**src/status_pkg.sv**
```systemverilog
/*
   Shared constants, command and answer types for the fault status,
   error queue, language select and trigger block.
   Assumes one 100 MHz clock and a command parser on the same clock.
*/
// Behaviour
// - Condition register is live, read only
// - Status byte bit 3 ORs enabled events
// - Summary mask read/write, 0..32727, resets 0
// - Event latch read only, cleared by read
// - Falling filter catches one-to-zero changes
// - Rising filter catches zero-to-one changes
// - Both filters set catch any change
// - Both filters clear never set event
// - Filter write sets event for present state
// - Rise and fall filters read/write, reset 0
// - Errors queue first-in first-out, popped on query
// - Empty queue answers code 0, no error
// - Overflow makes last entry code -350
// - Language switch stores, resets, clears queues
// - Power-up language is the stored one
// - Armed trigger moves pending level to immediate
// - Accepted trigger clears the wait flag
// - Continuous arming re-arms right after trigger
// - Trigger source is bus only, reset bus
// - Immediate write also sets unprogrammed pending level
// - Programmed pending level ignores immediate writes
// - Wait flag sits at operation bit 5
// - Fault bits 0,1,4,9,10 placed as defined
`default_nettype none
package status_pkg;

   localparam int REG_W = 16;
   localparam logic [15:0] REG_MAX = 16'h7fd7;
   localparam logic [15:0] MASK_RESET = 16'h0000;
   localparam logic [15:0] FILTER_RESET = 16'h0000;
   localparam logic [15:0] EVENT_RESET = 16'h0000;
   localparam logic [15:0] LEVEL_RESET = 16'h0000;

   // Fault bit positions
   localparam int OVERVOLT_BIT = 0;
   localparam int OVERCURRENT_BIT = 1;
   localparam int OVERTEMP_BIT = 4;
   localparam int INHIBIT_BIT = 9;
   localparam int UNREGULATED_BIT = 10;
   localparam logic [15:0] COND_DEFINED = 16'h0613;

   localparam int SUMMARY_BIT = 3;
   localparam int WAIT_BIT = 5;

   // Error codes, two's complement
   localparam logic [15:0] ERR_NONE = 16'h0000;
   localparam logic [15:0] ERR_OVERFLOW = 16'hfea2;
   localparam logic [15:0] ERR_RANGE = 16'hff22;
   localparam logic [15:0] ERR_PARAM = 16'hff20;
   localparam logic [15:0] ERR_TRIGGER_IGNORED = 16'hff2d;
   localparam int ERR_DEPTH = 8;

   localparam logic [1:0] BOOT_CYCLES = 2'h3;

   typedef enum logic {LANG_NATIVE, LANG_COMPAT} lang_t;
   typedef enum logic {SRC_BUS} trigger_src_t;

   typedef enum logic [4:0] {
      OP_RD_COND, OP_RD_EVENT, OP_RD_MASK, OP_WR_MASK, OP_RD_RISE, OP_WR_RISE,
      OP_RD_FALL, OP_WR_FALL, OP_ERR_QUERY, OP_LANG_SET, OP_LANG_RD, OP_ARM,
      OP_CONT_ARM, OP_TRIGGER, OP_SRC_SET, OP_SRC_RD, OP_WR_IMM, OP_WR_PEND,
      OP_RD_IMM, OP_RD_PEND
   } op_t;

   typedef enum logic [1:0] {MSG_DATA, MSG_NO_ERROR, MSG_QUEUED, MSG_TOO_MANY} msg_t;

   typedef struct packed {
      op_t op;
      logic [15:0] data;
   } cmd_t;

   typedef struct packed {
      msg_t msg;
      logic [15:0] data;
   } resp_t;

endpackage : status_pkg
`default_nettype wire

```
**src/fault_status_trigger_control.sv**
```systemverilog
/*
   Fault status group, error queue front, language select and trigger path.
   Assumes a same-clock command parser issuing one cmd per valid cycle,
   fault conditions and the stored language arriving on pins.
*/
`timescale 1ns/1ps
`default_nettype none
module fault_status_trigger_control #(
   parameter int LEVEL_W = status_pkg::REG_W,
   parameter int QUEUE_DEPTH = status_pkg::ERR_DEPTH
) (
   input wire logic core_clk,
   input wire logic sys_rst,
   input wire logic ce,
   input wire logic [15:0] fault_cond_in,
   input wire logic nv_lang_in,
   input wire logic cmd_valid,
   input wire status_pkg::cmd_t cmd,
   input wire logic err_push,
   input wire logic [15:0] err_code,
   output logic resp_valid,
   output status_pkg::resp_t resp,
   output logic [7:0] status_byte,
   output logic [15:0] op_status,
   output logic [LEVEL_W-1:0] imm_level,
   output logic [LEVEL_W-1:0] pend_level,
   output logic trigger_pulse,
   output status_pkg::lang_t lang_active,
   output logic nv_lang_wr,
   output status_pkg::lang_t nv_lang_data,
   output logic unit_reset
);
   logic [15:0] cond_meta;
   logic [15:0] cond_sync;
   logic [15:0] cond_reg;
   logic [15:0] cond_prev;
   logic [15:0] mask;
   logic [15:0] rise_filter;
   logic [15:0] fall_filter;
   logic [15:0] event_latch;
   logic [15:0] set_bits;
   logic [15:0] wr_hits;
   logic nv_meta;
   logic nv_sync;
   logic [1:0] boot_cnt;
   logic wait_flag;
   logic cont_arm;
   logic pend_set;
   logic in_range;
   logic lang_sw;
   logic trigger_ok;
   logic bad_write;
   logic bad_src;
   logic bad_trigger;
   logic q_push;
   logic [15:0] q_code;
   logic q_pop;
   logic [15:0] q_head;
   logic q_empty;

   ////////////////////////////////////////////////////////////////////
   // Pin synchronisers, free of reset so strap value survives
   always_ff @(posedge core_clk) begin
      if (ce) begin
         cond_meta <= fault_cond_in;
         cond_sync <= cond_meta;
         nv_meta <= nv_lang_in;
         nv_sync <= nv_meta;
      end
   end

   // Live condition and its previous clock value
   always_ff @(posedge core_clk) begin
      if (sys_rst) begin
         cond_reg <= '0;
         cond_prev <= '0;
      end else if (ce) begin
         cond_reg <= cond_sync & status_pkg::COND_DEFINED;
         cond_prev <= cond_reg;
      end
   end

   ////////////////////////////////////////////////////////////////////
   // Command decode
   always_comb begin
      in_range = (cmd.data <= status_pkg::REG_MAX);
      lang_sw = cmd_valid && (cmd.op == status_pkg::OP_LANG_SET);
      trigger_ok = cmd_valid && (cmd.op == status_pkg::OP_TRIGGER) && wait_flag;
      bad_trigger = cmd_valid && (cmd.op == status_pkg::OP_TRIGGER) && !wait_flag;
      bad_src = cmd_valid && (cmd.op == status_pkg::OP_SRC_SET) &&
                (cmd.data != 16'(status_pkg::SRC_BUS));
      bad_write = cmd_valid && !in_range && ((cmd.op == status_pkg::OP_WR_MASK) ||
                  (cmd.op == status_pkg::OP_WR_RISE) || (cmd.op == status_pkg::OP_WR_FALL));
      q_pop = cmd_valid && (cmd.op == status_pkg::OP_ERR_QUERY);
   end

   // Filter writes catch conditions already in the detected state
   always_comb begin
      wr_hits = '0;
      if (cmd_valid && in_range && cmd.op == status_pkg::OP_WR_RISE) begin
         wr_hits = cmd.data & cond_reg;
      end
      if (cmd_valid && in_range && cmd.op == status_pkg::OP_WR_FALL) begin
         wr_hits = cmd.data & ~cond_reg & status_pkg::COND_DEFINED;
      end
   end

   // Edge filters, both set means any change, both clear means none
   assign set_bits = (cond_reg & ~cond_prev & rise_filter) |
                     (~cond_reg & cond_prev & fall_filter) |
                     wr_hits;

   ////////////////////////////////////////////////////////////////////
   // Mask and filter registers
   always_ff @(posedge core_clk) begin
      if (sys_rst || (ce && lang_sw)) begin
         mask <= status_pkg::MASK_RESET;
         rise_filter <= status_pkg::FILTER_RESET;
         fall_filter <= status_pkg::FILTER_RESET;
      end else if (ce && cmd_valid && in_range) begin
         if (cmd.op == status_pkg::OP_WR_MASK) begin
            mask <= cmd.data;
         end
         if (cmd.op == status_pkg::OP_WR_RISE) begin
            rise_filter <= cmd.data;
         end
         if (cmd.op == status_pkg::OP_WR_FALL) begin
            fall_filter <= cmd.data;
         end
      end
   end

   // Event latch, new set bits survive a clearing read
   always_ff @(posedge core_clk) begin
      if (sys_rst || (ce && lang_sw)) begin
         event_latch <= status_pkg::EVENT_RESET;
      end else if (ce) begin
         if (cmd_valid && cmd.op == status_pkg::OP_RD_EVENT) begin
            event_latch <= set_bits;
         end else begin
            event_latch <= event_latch | set_bits;
         end
      end
   end

   // Status byte carries the masked event summary
   always_ff @(posedge core_clk) begin
      if (sys_rst) begin
         status_byte <= '0;
      end else if (ce) begin
         status_byte <= '0;
         status_byte[status_pkg::SUMMARY_BIT] <= |(event_latch & mask);
      end
   end

   ////////////////////////////////////////////////////////////////////
   // Error sources merged into one queue push, own errors first
   always_comb begin
      q_push = 1'b1;
      q_code = err_code;
      if (bad_write) begin
         q_code = status_pkg::ERR_RANGE;
      end else if (bad_src) begin
         q_code = status_pkg::ERR_PARAM;
      end else if (bad_trigger) begin
         q_code = status_pkg::ERR_TRIGGER_IGNORED;
      end else begin
         q_push = err_push;
      end
   end

   err_queue #(
      .DEPTH(QUEUE_DEPTH),
      .W(status_pkg::REG_W)
   ) u_err_queue (
      .core_clk(core_clk),
      .sys_rst(sys_rst),
      .ce(ce),
      .clear(lang_sw),
      .push(q_push),
      .push_code(q_code),
      .pop(q_pop),
      .head_code(q_head),
      .empty(q_empty)
   );

   ////////////////////////////////////////////////////////////////////
   // Language select, loaded from the stored copy after reset
   always_ff @(posedge core_clk) begin
      if (sys_rst) begin
         boot_cnt <= status_pkg::BOOT_CYCLES;
         lang_active <= status_pkg::LANG_NATIVE;
         nv_lang_wr <= 1'b0;
         nv_lang_data <= status_pkg::LANG_NATIVE;
         unit_reset <= 1'b0;
      end else if (ce) begin
         nv_lang_wr <= 1'b0;
         unit_reset <= 1'b0;
         if (boot_cnt != '0) begin
            boot_cnt <= boot_cnt - 2'h1;
            lang_active <= status_pkg::lang_t'(nv_sync);
         end else if (lang_sw) begin
            lang_active <= status_pkg::lang_t'(cmd.data[0]);
            nv_lang_data <= status_pkg::lang_t'(cmd.data[0]);
            nv_lang_wr <= 1'b1;
            unit_reset <= 1'b1;
         end
      end
   end

   ////////////////////////////////////////////////////////////////////
   // Trigger arming and wait flag
   always_ff @(posedge core_clk) begin
      if (sys_rst || (ce && lang_sw)) begin
         wait_flag <= 1'b0;
         cont_arm <= 1'b0;
         trigger_pulse <= 1'b0;
      end else if (ce) begin
         trigger_pulse <= trigger_ok;
         if (cmd_valid && cmd.op == status_pkg::OP_CONT_ARM) begin
            cont_arm <= cmd.data[0];
            wait_flag <= wait_flag | cmd.data[0];
         end else if (cmd_valid && cmd.op == status_pkg::OP_ARM) begin
            wait_flag <= 1'b1;
         end else if (trigger_ok) begin
            wait_flag <= cont_arm;
         end
      end
   end

   // Operation status shows the wait flag
   always_ff @(posedge core_clk) begin
      if (sys_rst) begin
         op_status <= '0;
      end else if (ce) begin
         op_status <= '0;
         op_status[status_pkg::WAIT_BIT] <= wait_flag;
      end
   end

   // Immediate and pending output levels
   always_ff @(posedge core_clk) begin
      if (sys_rst || (ce && lang_sw)) begin
         imm_level <= LEVEL_W'(status_pkg::LEVEL_RESET);
         pend_level <= LEVEL_W'(status_pkg::LEVEL_RESET);
         pend_set <= 1'b0;
      end else if (ce) begin
         if (trigger_ok) begin
            imm_level <= pend_level;
         end else if (cmd_valid && cmd.op == status_pkg::OP_WR_IMM) begin
            imm_level <= LEVEL_W'(cmd.data);
            if (!pend_set) begin
               pend_level <= LEVEL_W'(cmd.data);
            end
         end else if (cmd_valid && cmd.op == status_pkg::OP_WR_PEND) begin
            pend_level <= LEVEL_W'(cmd.data);
            pend_set <= 1'b1;
         end
      end
   end

   ////////////////////////////////////////////////////////////////////
   // Answers, one cycle after each command
   always_ff @(posedge core_clk) begin
      if (sys_rst) begin
         resp_valid <= 1'b0;
         resp <= '0;
      end else if (ce) begin
         resp_valid <= cmd_valid;
         resp.msg <= status_pkg::MSG_DATA;
         resp.data <= '0;
         unique case (cmd.op)
            status_pkg::OP_RD_COND: resp.data <= cond_reg;
            status_pkg::OP_RD_EVENT: resp.data <= event_latch;
            status_pkg::OP_RD_MASK: resp.data <= mask;
            status_pkg::OP_RD_RISE: resp.data <= rise_filter;
            status_pkg::OP_RD_FALL: resp.data <= fall_filter;
            status_pkg::OP_LANG_RD: resp.data <= 16'(lang_active);
            status_pkg::OP_SRC_RD: resp.data <= 16'(status_pkg::SRC_BUS);
            status_pkg::OP_RD_IMM: resp.data <= 16'(imm_level);
            status_pkg::OP_RD_PEND: resp.data <= 16'(pend_level);
            status_pkg::OP_ERR_QUERY: begin
               if (q_empty) begin
                  resp.data <= status_pkg::ERR_NONE;
                  resp.msg <= status_pkg::MSG_NO_ERROR;
               end else begin
                  resp.data <= q_head;
                  resp.msg <= (q_head == status_pkg::ERR_OVERFLOW) ?
                              status_pkg::MSG_TOO_MANY : status_pkg::MSG_QUEUED;
               end
            end
            default: resp.data <= '0;
         endcase
      end
   end

   ////////////////////////////////////////////////////////////////////
   property p_cond_read_only;
      @(posedge core_clk) disable iff (sys_rst)
      ce && cmd_valid |=> cond_reg == ($past(cond_sync) & status_pkg::COND_DEFINED);
   endproperty
   a_cond_read_only: assert property (p_cond_read_only) else $error("condition not live");

   property p_summary;
      @(posedge core_clk) disable iff (sys_rst)
      ce |=> status_byte[status_pkg::SUMMARY_BIT] == |($past(event_latch) & $past(mask));
   endproperty
   a_summary: assert property (p_summary) else $error("summary bit wrong");

   property p_rise_edge;
      @(posedge core_clk) disable iff (sys_rst)
      ce && !lang_sw && (cond_reg & ~cond_prev & rise_filter) != '0
         |=> (event_latch & $past(cond_reg & ~cond_prev & rise_filter)) ==
             $past(cond_reg & ~cond_prev & rise_filter);
   endproperty
   a_rise_edge: assert property (p_rise_edge) else $error("rising edge lost");

   property p_fall_edge;
      @(posedge core_clk) disable iff (sys_rst)
      ce && !lang_sw && (~cond_reg & cond_prev & fall_filter) != '0
         |=> (event_latch & $past(~cond_reg & cond_prev & fall_filter)) != '0;
   endproperty
   a_fall_edge: assert property (p_fall_edge) else $error("falling edge lost");

   property p_no_filter;
      @(posedge core_clk) disable iff (sys_rst)
      ce && cmd_valid && cmd.op == status_pkg::OP_RD_EVENT &&
      !wr_hits[status_pkg::OVERTEMP_BIT] && !rise_filter[status_pkg::OVERTEMP_BIT] &&
      !fall_filter[status_pkg::OVERTEMP_BIT]
         |=> !event_latch[status_pkg::OVERTEMP_BIT];
   endproperty
   a_no_filter: assert property (p_no_filter) else $error("unfiltered event set");

   property p_trigger_moves;
      @(posedge core_clk) disable iff (sys_rst)
      ce && trigger_ok && !lang_sw |=> imm_level == $past(pend_level) && trigger_pulse;
   endproperty
   a_trigger_moves: assert property (p_trigger_moves) else $error("level not moved");

   property p_wait_clear;
      @(posedge core_clk) disable iff (sys_rst)
      ce && trigger_ok |=> op_status[status_pkg::WAIT_BIT] ##1
         (op_status[status_pkg::WAIT_BIT] == $past(cont_arm, 2));
   endproperty
   a_wait_clear: assert property (p_wait_clear) else $error("wait flag wrong after trigger");

   property p_pend_hold;
      @(posedge core_clk) disable iff (sys_rst)
      ce && pend_set && cmd_valid && cmd.op == status_pkg::OP_WR_IMM && !lang_sw
         |=> pend_level == $past(pend_level);
   endproperty
   a_pend_hold: assert property (p_pend_hold) else $error("pending level overwritten");

   property p_empty_answer;
      @(posedge core_clk) disable iff (sys_rst)
      ce && q_pop && q_empty |=> resp_valid && resp.data == status_pkg::ERR_NONE &&
         resp.msg == status_pkg::MSG_NO_ERROR;
   endproperty
   a_empty_answer: assert property (p_empty_answer) else $error("empty query answer wrong");

   property p_lang_switch;
      @(posedge core_clk) disable iff (sys_rst)
      ce && lang_sw && boot_cnt == '0 |=> nv_lang_wr && unit_reset && event_latch == '0 &&
         nv_lang_data == lang_active;
   endproperty
   a_lang_switch: assert property (p_lang_switch) else $error("language switch incomplete");
endmodule : fault_status_trigger_control
`default_nettype wire

```
**src/err_queue.sv**
```systemverilog
/*
   First-in first-out error queue with overflow marker.
   Assumes push and pop come from logic on core_clk.
*/
`timescale 1ns/1ps
`default_nettype none
module err_queue #(
   parameter int DEPTH = status_pkg::ERR_DEPTH,
   parameter int W = status_pkg::REG_W
) (
   input wire logic core_clk,
   input wire logic sys_rst,
   input wire logic ce,
   input wire logic clear,
   input wire logic push,
   input wire logic [W-1:0] push_code,
   input wire logic pop,
   output logic [W-1:0] head_code,
   output logic empty
);
   localparam int AW = $clog2(DEPTH);
   logic [W-1:0] store [DEPTH];
   logic [AW-1:0] rd_ptr;
   logic [AW-1:0] wr_ptr;
   logic [AW:0] count;
   logic do_pop;
   logic do_push;
   logic [W-1:0] wr_code;

   ////////////////////////////////////////////////////////////////////
   // Last free slot takes the overflow marker, further pushes dropped
   assign do_pop = pop && (count != '0);
   assign do_push = push && (count < (AW+1)'(DEPTH)) &&
                    !((count == (AW+1)'(DEPTH)) && !do_pop);
   assign wr_code = (count >= (AW+1)'(DEPTH - 1)) ? status_pkg::ERR_OVERFLOW : push_code;
   assign head_code = store[rd_ptr];
   assign empty = (count == '0);

   // Storage write
   always_ff @(posedge core_clk) begin
      if (ce && do_push && !clear && !sys_rst) begin
         store[wr_ptr] <= wr_code;
      end
   end

   // Pointers and fill count
   always_ff @(posedge core_clk) begin
      if (sys_rst || (ce && clear)) begin
         rd_ptr <= '0;
         wr_ptr <= '0;
         count <= '0;
      end else if (ce) begin
         if (do_push) begin
            wr_ptr <= (wr_ptr == AW'(DEPTH - 1)) ? '0 : wr_ptr + 1'b1;
         end
         if (do_pop) begin
            rd_ptr <= (rd_ptr == AW'(DEPTH - 1)) ? '0 : rd_ptr + 1'b1;
         end
         count <= count + (AW+1)'(do_push) - (AW+1)'(do_pop);
      end
   end

   property p_no_overfill;
      @(posedge core_clk) disable iff (sys_rst)
      count <= (AW+1)'(DEPTH);
   endproperty
   a_no_overfill: assert property (p_no_overfill) else $error("queue count above depth");

   property p_full_marker;
      @(posedge core_clk) disable iff (sys_rst)
      (ce && !clear && push && !do_pop && count == (AW+1)'(DEPTH - 1))
         |=> store[$past(wr_ptr)] == status_pkg::ERR_OVERFLOW;
   endproperty
   a_full_marker: assert property (p_full_marker) else $error("last entry not overflow");
endmodule : err_queue
`default_nettype wire

```
**config.mk**
```make
export PLATFORM = sky130hd
export DESIGN_NAME = fault_status_trigger_control
export DESIGN_NICKNAME = d
export VERILOG_FILES = /design/src/status_pkg.sv /design/src/fault_status_trigger_control.sv /design/src/err_queue.sv
export SDC_FILE = /design/constraint.sdc
export NUM_CORES = 1
export LEC_CHECK = 0
export ABC_AREA = 0
export BUFFER_PORTS_ARGS = -buffer_cell sky130_fd_sc_hd__buf_2
export CORE_MARGIN = 1
export CORE_UTILIZATION = 45
export DETAILED_ROUTE_END_ITERATION = 8
export GPL_ROUTABILITY_DRIVEN = 0
export PLACE_DENSITY = 0.75
export SYNTH_ARGS = -nofsm -noshare
export SYNTH_HDL_FRONTEND = slang
export SYNTH_HIERARCHICAL = 1
export SYNTH_SLANG_ARGS = --single-unit
```
**constraint.sdc**
```tcl
create_clock -name core_clk -period 7.27 [get_ports core_clk]
set_input_delay 0.727 -clock core_clk [delete_from_list [all_inputs] [get_ports core_clk]]
set_output_delay 0.727 -clock core_clk [all_outputs]
set_load 0.05 [all_outputs]
```
== Word-level counts from Yosys, hierarchy flattened ==
Memories as Yosys holds them, arrays and structs flattened. A register that Yosys moved wholly into a read port is not among the register bits.
Index checks and enable logic that the tools add are counted.

* Order comparisons: 3
* Bitwise operators: 16
* Reduce and logical (&&, ||, !) cells: 59
* Eq/ne operators: 23
* Multiplexer cells: 32
* Add/sub/neg operators: 5

{| class="wikitable"
|+ Operators with widths
! operator !! count
|-
| 16-bit 2-to-1 mux || 12
|-
| 16-bit one-hot mux with 9 select lines || 1
|-
| 16-bit AND || 3
|-
| 16-bit OR || 3
|-
| 5-bit by 4-bit equality test with 1-bit output (second input constant) || 7
|-
| 16-bit by 11-bit AND with 16-bit output || 2
|-
| 11-bit NOT with 16-bit output || 2
|-
| 1-bit logical AND || 27
|-
| 5-bit by 3-bit equality test with 1-bit output (second input constant) || 4
|-
| 5-bit equality test (second input constant) || 4
|-
| 2-bit AND reduction || 10
|-
| 18-bit 2-to-1 mux || 1
|-
| 11-bit by 16-bit AND with 16-bit output || 1
|-
| 16-bit equality test (second input constant) || 1
|-
| 16-bit by 15-bit less-or-equal comparator with 1-bit output (second input constant) || 1
|-
| 16-bit nonzero test || 1
|-
| 16-bit OR reduction || 1
|-
| 1-bit 2-to-1 mux || 13
|-
| 3-bit 2-to-1 mux || 4
|-
| 11-bit AND || 1
|-
| 5-bit by 2-bit equality test with 1-bit output (second input constant) || 2
|-
| 4-bit AND reduction || 2
|-
| 2-bit nonzero test || 4
|-
| 3-bit by 1-bit adder with 3-bit output (second input constant) || 2
|-
| other kinds (19) || 29
|}

* Output and inout bits: 80
* Memories: 1
* Memory bits (writable): 128
* Register bits after elaboration: 170
* Input bits: 59

{| class="wikitable"
|+ Memories
! name !! words !! width !! rd ports !! clocked after Yosys merged registers in !! write ports !! line !! RTL
|-
| u_err_queue.store || 8 || 16 || 1 || 1 || 1 || err_queue.sv:22 || <nowiki>logic [W-1:0] store [DEPTH];</nowiki>
|}

== Depth between registers and ports, before layout ==
* Depth in word-level cells: 13
* Depth in mapped cells: 16
* Depth with buffers taken out: 13

== Cells and area by module ==
The synthesis kept the hierarchy.

{| class="wikitable"
|+ Modules (own cells, without submodules)
! module !! cells each !! seq. area each (sq um) !! instances !! area each (sq um)
|-
| fault_status_trigger_control || 774 || 2862.7 || 1 || 6867.8
|-
| err_queue || 291 || 4103.9 || 1 || 5828.1
|}

== Worst setup path after synthesis ==
Ideal clock, no wire load.

* Path kind: in2reg
* From: input port cmd[19] in the netlist's numbering
* To: memory u_err_queue/store[0][0] in the netlist's numbering (enable)
* Slack: 2.569 ns
* Cell stages on the path: 10
* Library setup time: 0.436 ns
* Arrival: 4.265 ns
* Data required time: 6.834 ns
* Buffers on the path: 3
* Cells stage by stage: clkbuf_1 -> clkbuf_1 -> nand4b_1 -> nor3b_1 -> a2bb2oi_1 -> clkbuf_1 -> nand2_1 -> nor2b_1 -> o211ai_2 -> nor4b_1

* Cells in the longest elaborated chain, start to end: 13
* Elaborated cells on any way between the ends: 31
* Classes of those cells: eq/ne (7); mux (5); reduce/logical (19)

{| class="wikitable"
|+ Ends and longest elaborated chain
! what !! line !! RTL
|-
| start: declaration || fault_status_trigger_control.sv:18 || <nowiki>input wire status_pkg::cmd_t cmd,</nowiki>
|-
| 5-bit by 4-bit equality test with 1-bit output || fault_status_trigger_control.sv:89 || <nowiki>bad_trigger = cmd_valid && (cmd.op == status_pkg::OP_TRIGGER) && !wait_flag;</nowiki>
|-
| 1-bit logical AND (2 in a row) || fault_status_trigger_control.sv:89 ||
|-
| 1-bit 2-to-1 mux || fault_status_trigger_control.sv:165 || <nowiki>end else if (bad_trigger) begin</nowiki>
|-
| 1-bit 2-to-1 mux || fault_status_trigger_control.sv:163 || <nowiki>end else if (bad_src) begin</nowiki>
|-
| 1-bit 2-to-1 mux (*) || fault_status_trigger_control.sv:161 || <nowiki>if (bad_write) begin</nowiki>
|-
| named net q_push || fault_status_trigger_control.sv:55 || <nowiki>logic q_push;</nowiki>
|-
| 1-bit logical AND (*) (2 in a row) || err_queue.sv:33 || <nowiki>assign do_push = push && (count < (AW+1)'(DEPTH)) &&</nowiki>
|-
| 1-bit logical AND (*) (3 in a row) || err_queue.sv:41 || <nowiki>if (ce && do_push && !clear && !sys_rst) begin</nowiki>
|-
| 1-bit 2-to-1 mux (*) || err_queue.sv:41 ||
|-
| 1-bit 2-to-1 mux (implied by the code) (*) || err_queue.sv:42 || <nowiki>store[wr_ptr] <= wr_code;</nowiki>
|-
| end: declaration || err_queue.sv:22 ||
|}

Mark *: on every way through the listed nets, which the timed path passes. The rest lies on a longest branch.

== Worst setup path after layout ==
* From: input port cmd[16] in the netlist's numbering
* To: memory u_err_queue/store[3][10] in the netlist's numbering (enable)

The elaborated chain is that of the path after synthesis.

==> results.json <==
{
  "outcome": "complete, no violations",
  "r2r_setup_slack_ns": 3.58,
  "period_needed_ns": 4.51,
  "yosysTopAreaCell": "edfxtp_1",
  "grt_util_all_layers_pct": 21.9,
  "synthCells": 1065,
  "wl_per_cell_um": 20.7,
  "finalHoldViolCount": 0,
  "critPathMaxFanout": 30,
  "syn_area_per_cell_um2": 11.9,
  "cts_buffers": 29,
  "multi_input_area_mm2": 0.00524,
  "viasPerCell": 5.92,
  "power.density_mw_per_mm2": 243,
  "antenna_found_initial": 0,
  "postSynth.asyncResetShare_pct": 0,
  "holdCritPathClass": "in2reg",
  "grt_overflow": 0,
  "place_ws_ns": 2.29,
  "largestRegisters": "u_err_queue/store (128), resp (18)",
  "ys_warn_count": 6,
  "ys_seq_area_share_pct": 54.9,
  "synth_top_area_share_pct": 33.1,
  "critPathKind": "in2reg",
  "arrival_ns": 4.75,
  "cts_tree": "built",
  "num_antenna_cells": 0,
  "first_iter_violations": 1142,
  "htree_num_levels": 1,
  "path_clk_slew_ns": 0.06,
  "finalSetupTns_ns": 0,
  "critPathRequiredTime_ns": 7.51,
  "synth.most_common_cell": "edfxtp_1",
  "power.leakage_nw": 5.40,
  "skew_ns": 0.0167,
  "fin_nets": 1215,
  "cts_hold_buf": 0,
  "place_hpwl_um": 21100,
  "clk_latency_ns": 0.55,
  "ys_types": 83,
  "drtPass1Iterations": 6,
  "die_w_um": 170,
  "grt_pass1_vias": 8552,
  "clk_path_buf_depth": 3,
  "layout-drive-gt1-share_pct": 19.5,
  "hold_slack_ns": 0.353,
  "io_buffers": 105,
  "ios": 139,
  "routed_wl_um": 31900,
  "fin_ws_ns": 2.76,
  "core_mm2": 0.0278,
  "regArea_mm2": 0.00697,
  "n_fill_cell": 2373,
  "synth_edf_count": 140,
  "synthTopCellsByCount": "edfxtp_1 (140), dfxtp_1 (138), nand2_1 (80), mux2i_1 (72), nor2_1 (62)",
  "max-slew-margin-rel_pct": 20.2,
  "irDropWorstVdd_mv": 0.169,
  "largest_reg_flops": 128,
  "rows": 61,
  "stdcell_count": 1545,
  "post_cts_buffers": 0,
  "rsz0062_at_grt": "no",
  "die-height_um": 170,
  "clock-sinks": 278,
  "tightest_slew_ns": 1.19,
  "maxCapViolCount": 0,
  "post-route-drc-count": 0,
  "final_antenna_net_count": 0,
  "vias": 9139,
  "syn_area_mm2": 0.0127,
  "fin_crit_sh_pct": 62.1,
  "grt_max_degree": 69,
  "grt_pass1_wl_um": 48900,
  "area_growth_pct": 14.0,
  "synth-seq-cells": 278,
  "clock-root-buffer": "clkbuf_16",
  "max_freq_mhz": 222,
  "synthTopCellsByArea": "edfxtp_1 (33%), dfxtp_1 (22%), mux4_1 (5.8%), mux2i_1 (5.7%), nand2_1 (2.4%)",
  "worstSetupStartpointType": "primary input",
  "start_util_pct": 45.7,
  "drv_slew": 0,
  "cts_resized": 0,
  "largest-register": "u_err_queue/store",
  "die_area_mm2": 0.0289,
  "setup_violations": 0,
  "end_kind": "flip-flop",
  "dp.cells": 1491,
  "synth_top_flop_cell": "edfxtp_1"
}
-- routing by layer --
metal  GRT usage (%)  routed length (um)
met1            30.6               14000
met3            3.70                2510
met4            5.99                 743
met5               0                   0
met2            35.1               14700
-- final timing paths --
path / startpoint / endpoint / cells past startpoint
max: cmd[16] / u_err_queue/store[3][10] / 9
min: fault_cond_in[9] / cond_meta[9] / 1
max reg2reg: wait_flag / u_err_queue/store[3][10] / 7
min reg2reg: nv_meta / nv_sync / 0
-- worst max-delay path: stages --
cell       delay [ns]
buf_2            0.49
nand4bb_1        0.43
nor3_2           0.90
nor2_1           0.09
nand2_1          0.12
nor2b_1          0.28
o211ai_2         0.32
nor4_2           0.99
buf_4            0.37
-- through the flow --
step	utilization (%)	instance area [um^2]	power [W]
2_1_floorplan	-	12800	0.00191
3_3_place_gp	48.5	13500	0.00198
3_5_place_dp	48.5	13500	0.00199
4_1_cts	52.1	14500	0.00354
5_1_grt	52.1	14500	0.00362
6_report	52.1	14500	0.00352
-- final cells by class --
type                            instances  area share, %
Clock buffer                           37           5.43
Clock inverter                         17           1.58
Inverter                               36          0.933
Multi-Input combinational cell        677           36.2
Sequential cell                       278           48.1
Tap cell                              378           3.27
Timing Repair Buffer                  122           4.51
-- where the power goes --
group,internal [W],leakage [nW],switching [W],total (W)
combinational,0.0000736,2.53,0.000184,0.000258
clock,0.000945,0.494,0.000618,0.00156
sequential,0.00168,2.38,0.0000174,0.00170
total,0.00270,5.40,0.000820,0.00352
-- cell families after synthesis --
family	synth area share, %
other	0.0295
adder cells (fa/ha/maj)	1.24
multiplexers	13.7
AO/OA/AOI/OAI	11.3
buffers and inverters	5.10
flip-flops	54.9
AND/OR/NAND/NOR	13.3
XOR/XNOR	0.483
-- cell usage in the layout, fill, tap and decap left out, types with 14 or more instances in the layout --
master     synthesis  routed
edfxtp_1         140     140
dfxtp_1          138     138
buf_2              9     105
nand2_1           80      80
mux2i_1           72      72
nor2_1            62      62
a21oi_1           58      58
inv_1             36      36
o21ai_0           36      36
clkbuf_16          0      29
mux4_1            28      28
nand4_1           23      23
conb_1             1      22
and3_1            21      21
nand2b_1          20      20
o221ai_1          19      19
mux2_2            17      17
buf_4             24      17
nor3_1            17      14
(Power assumes the default switching activity.)
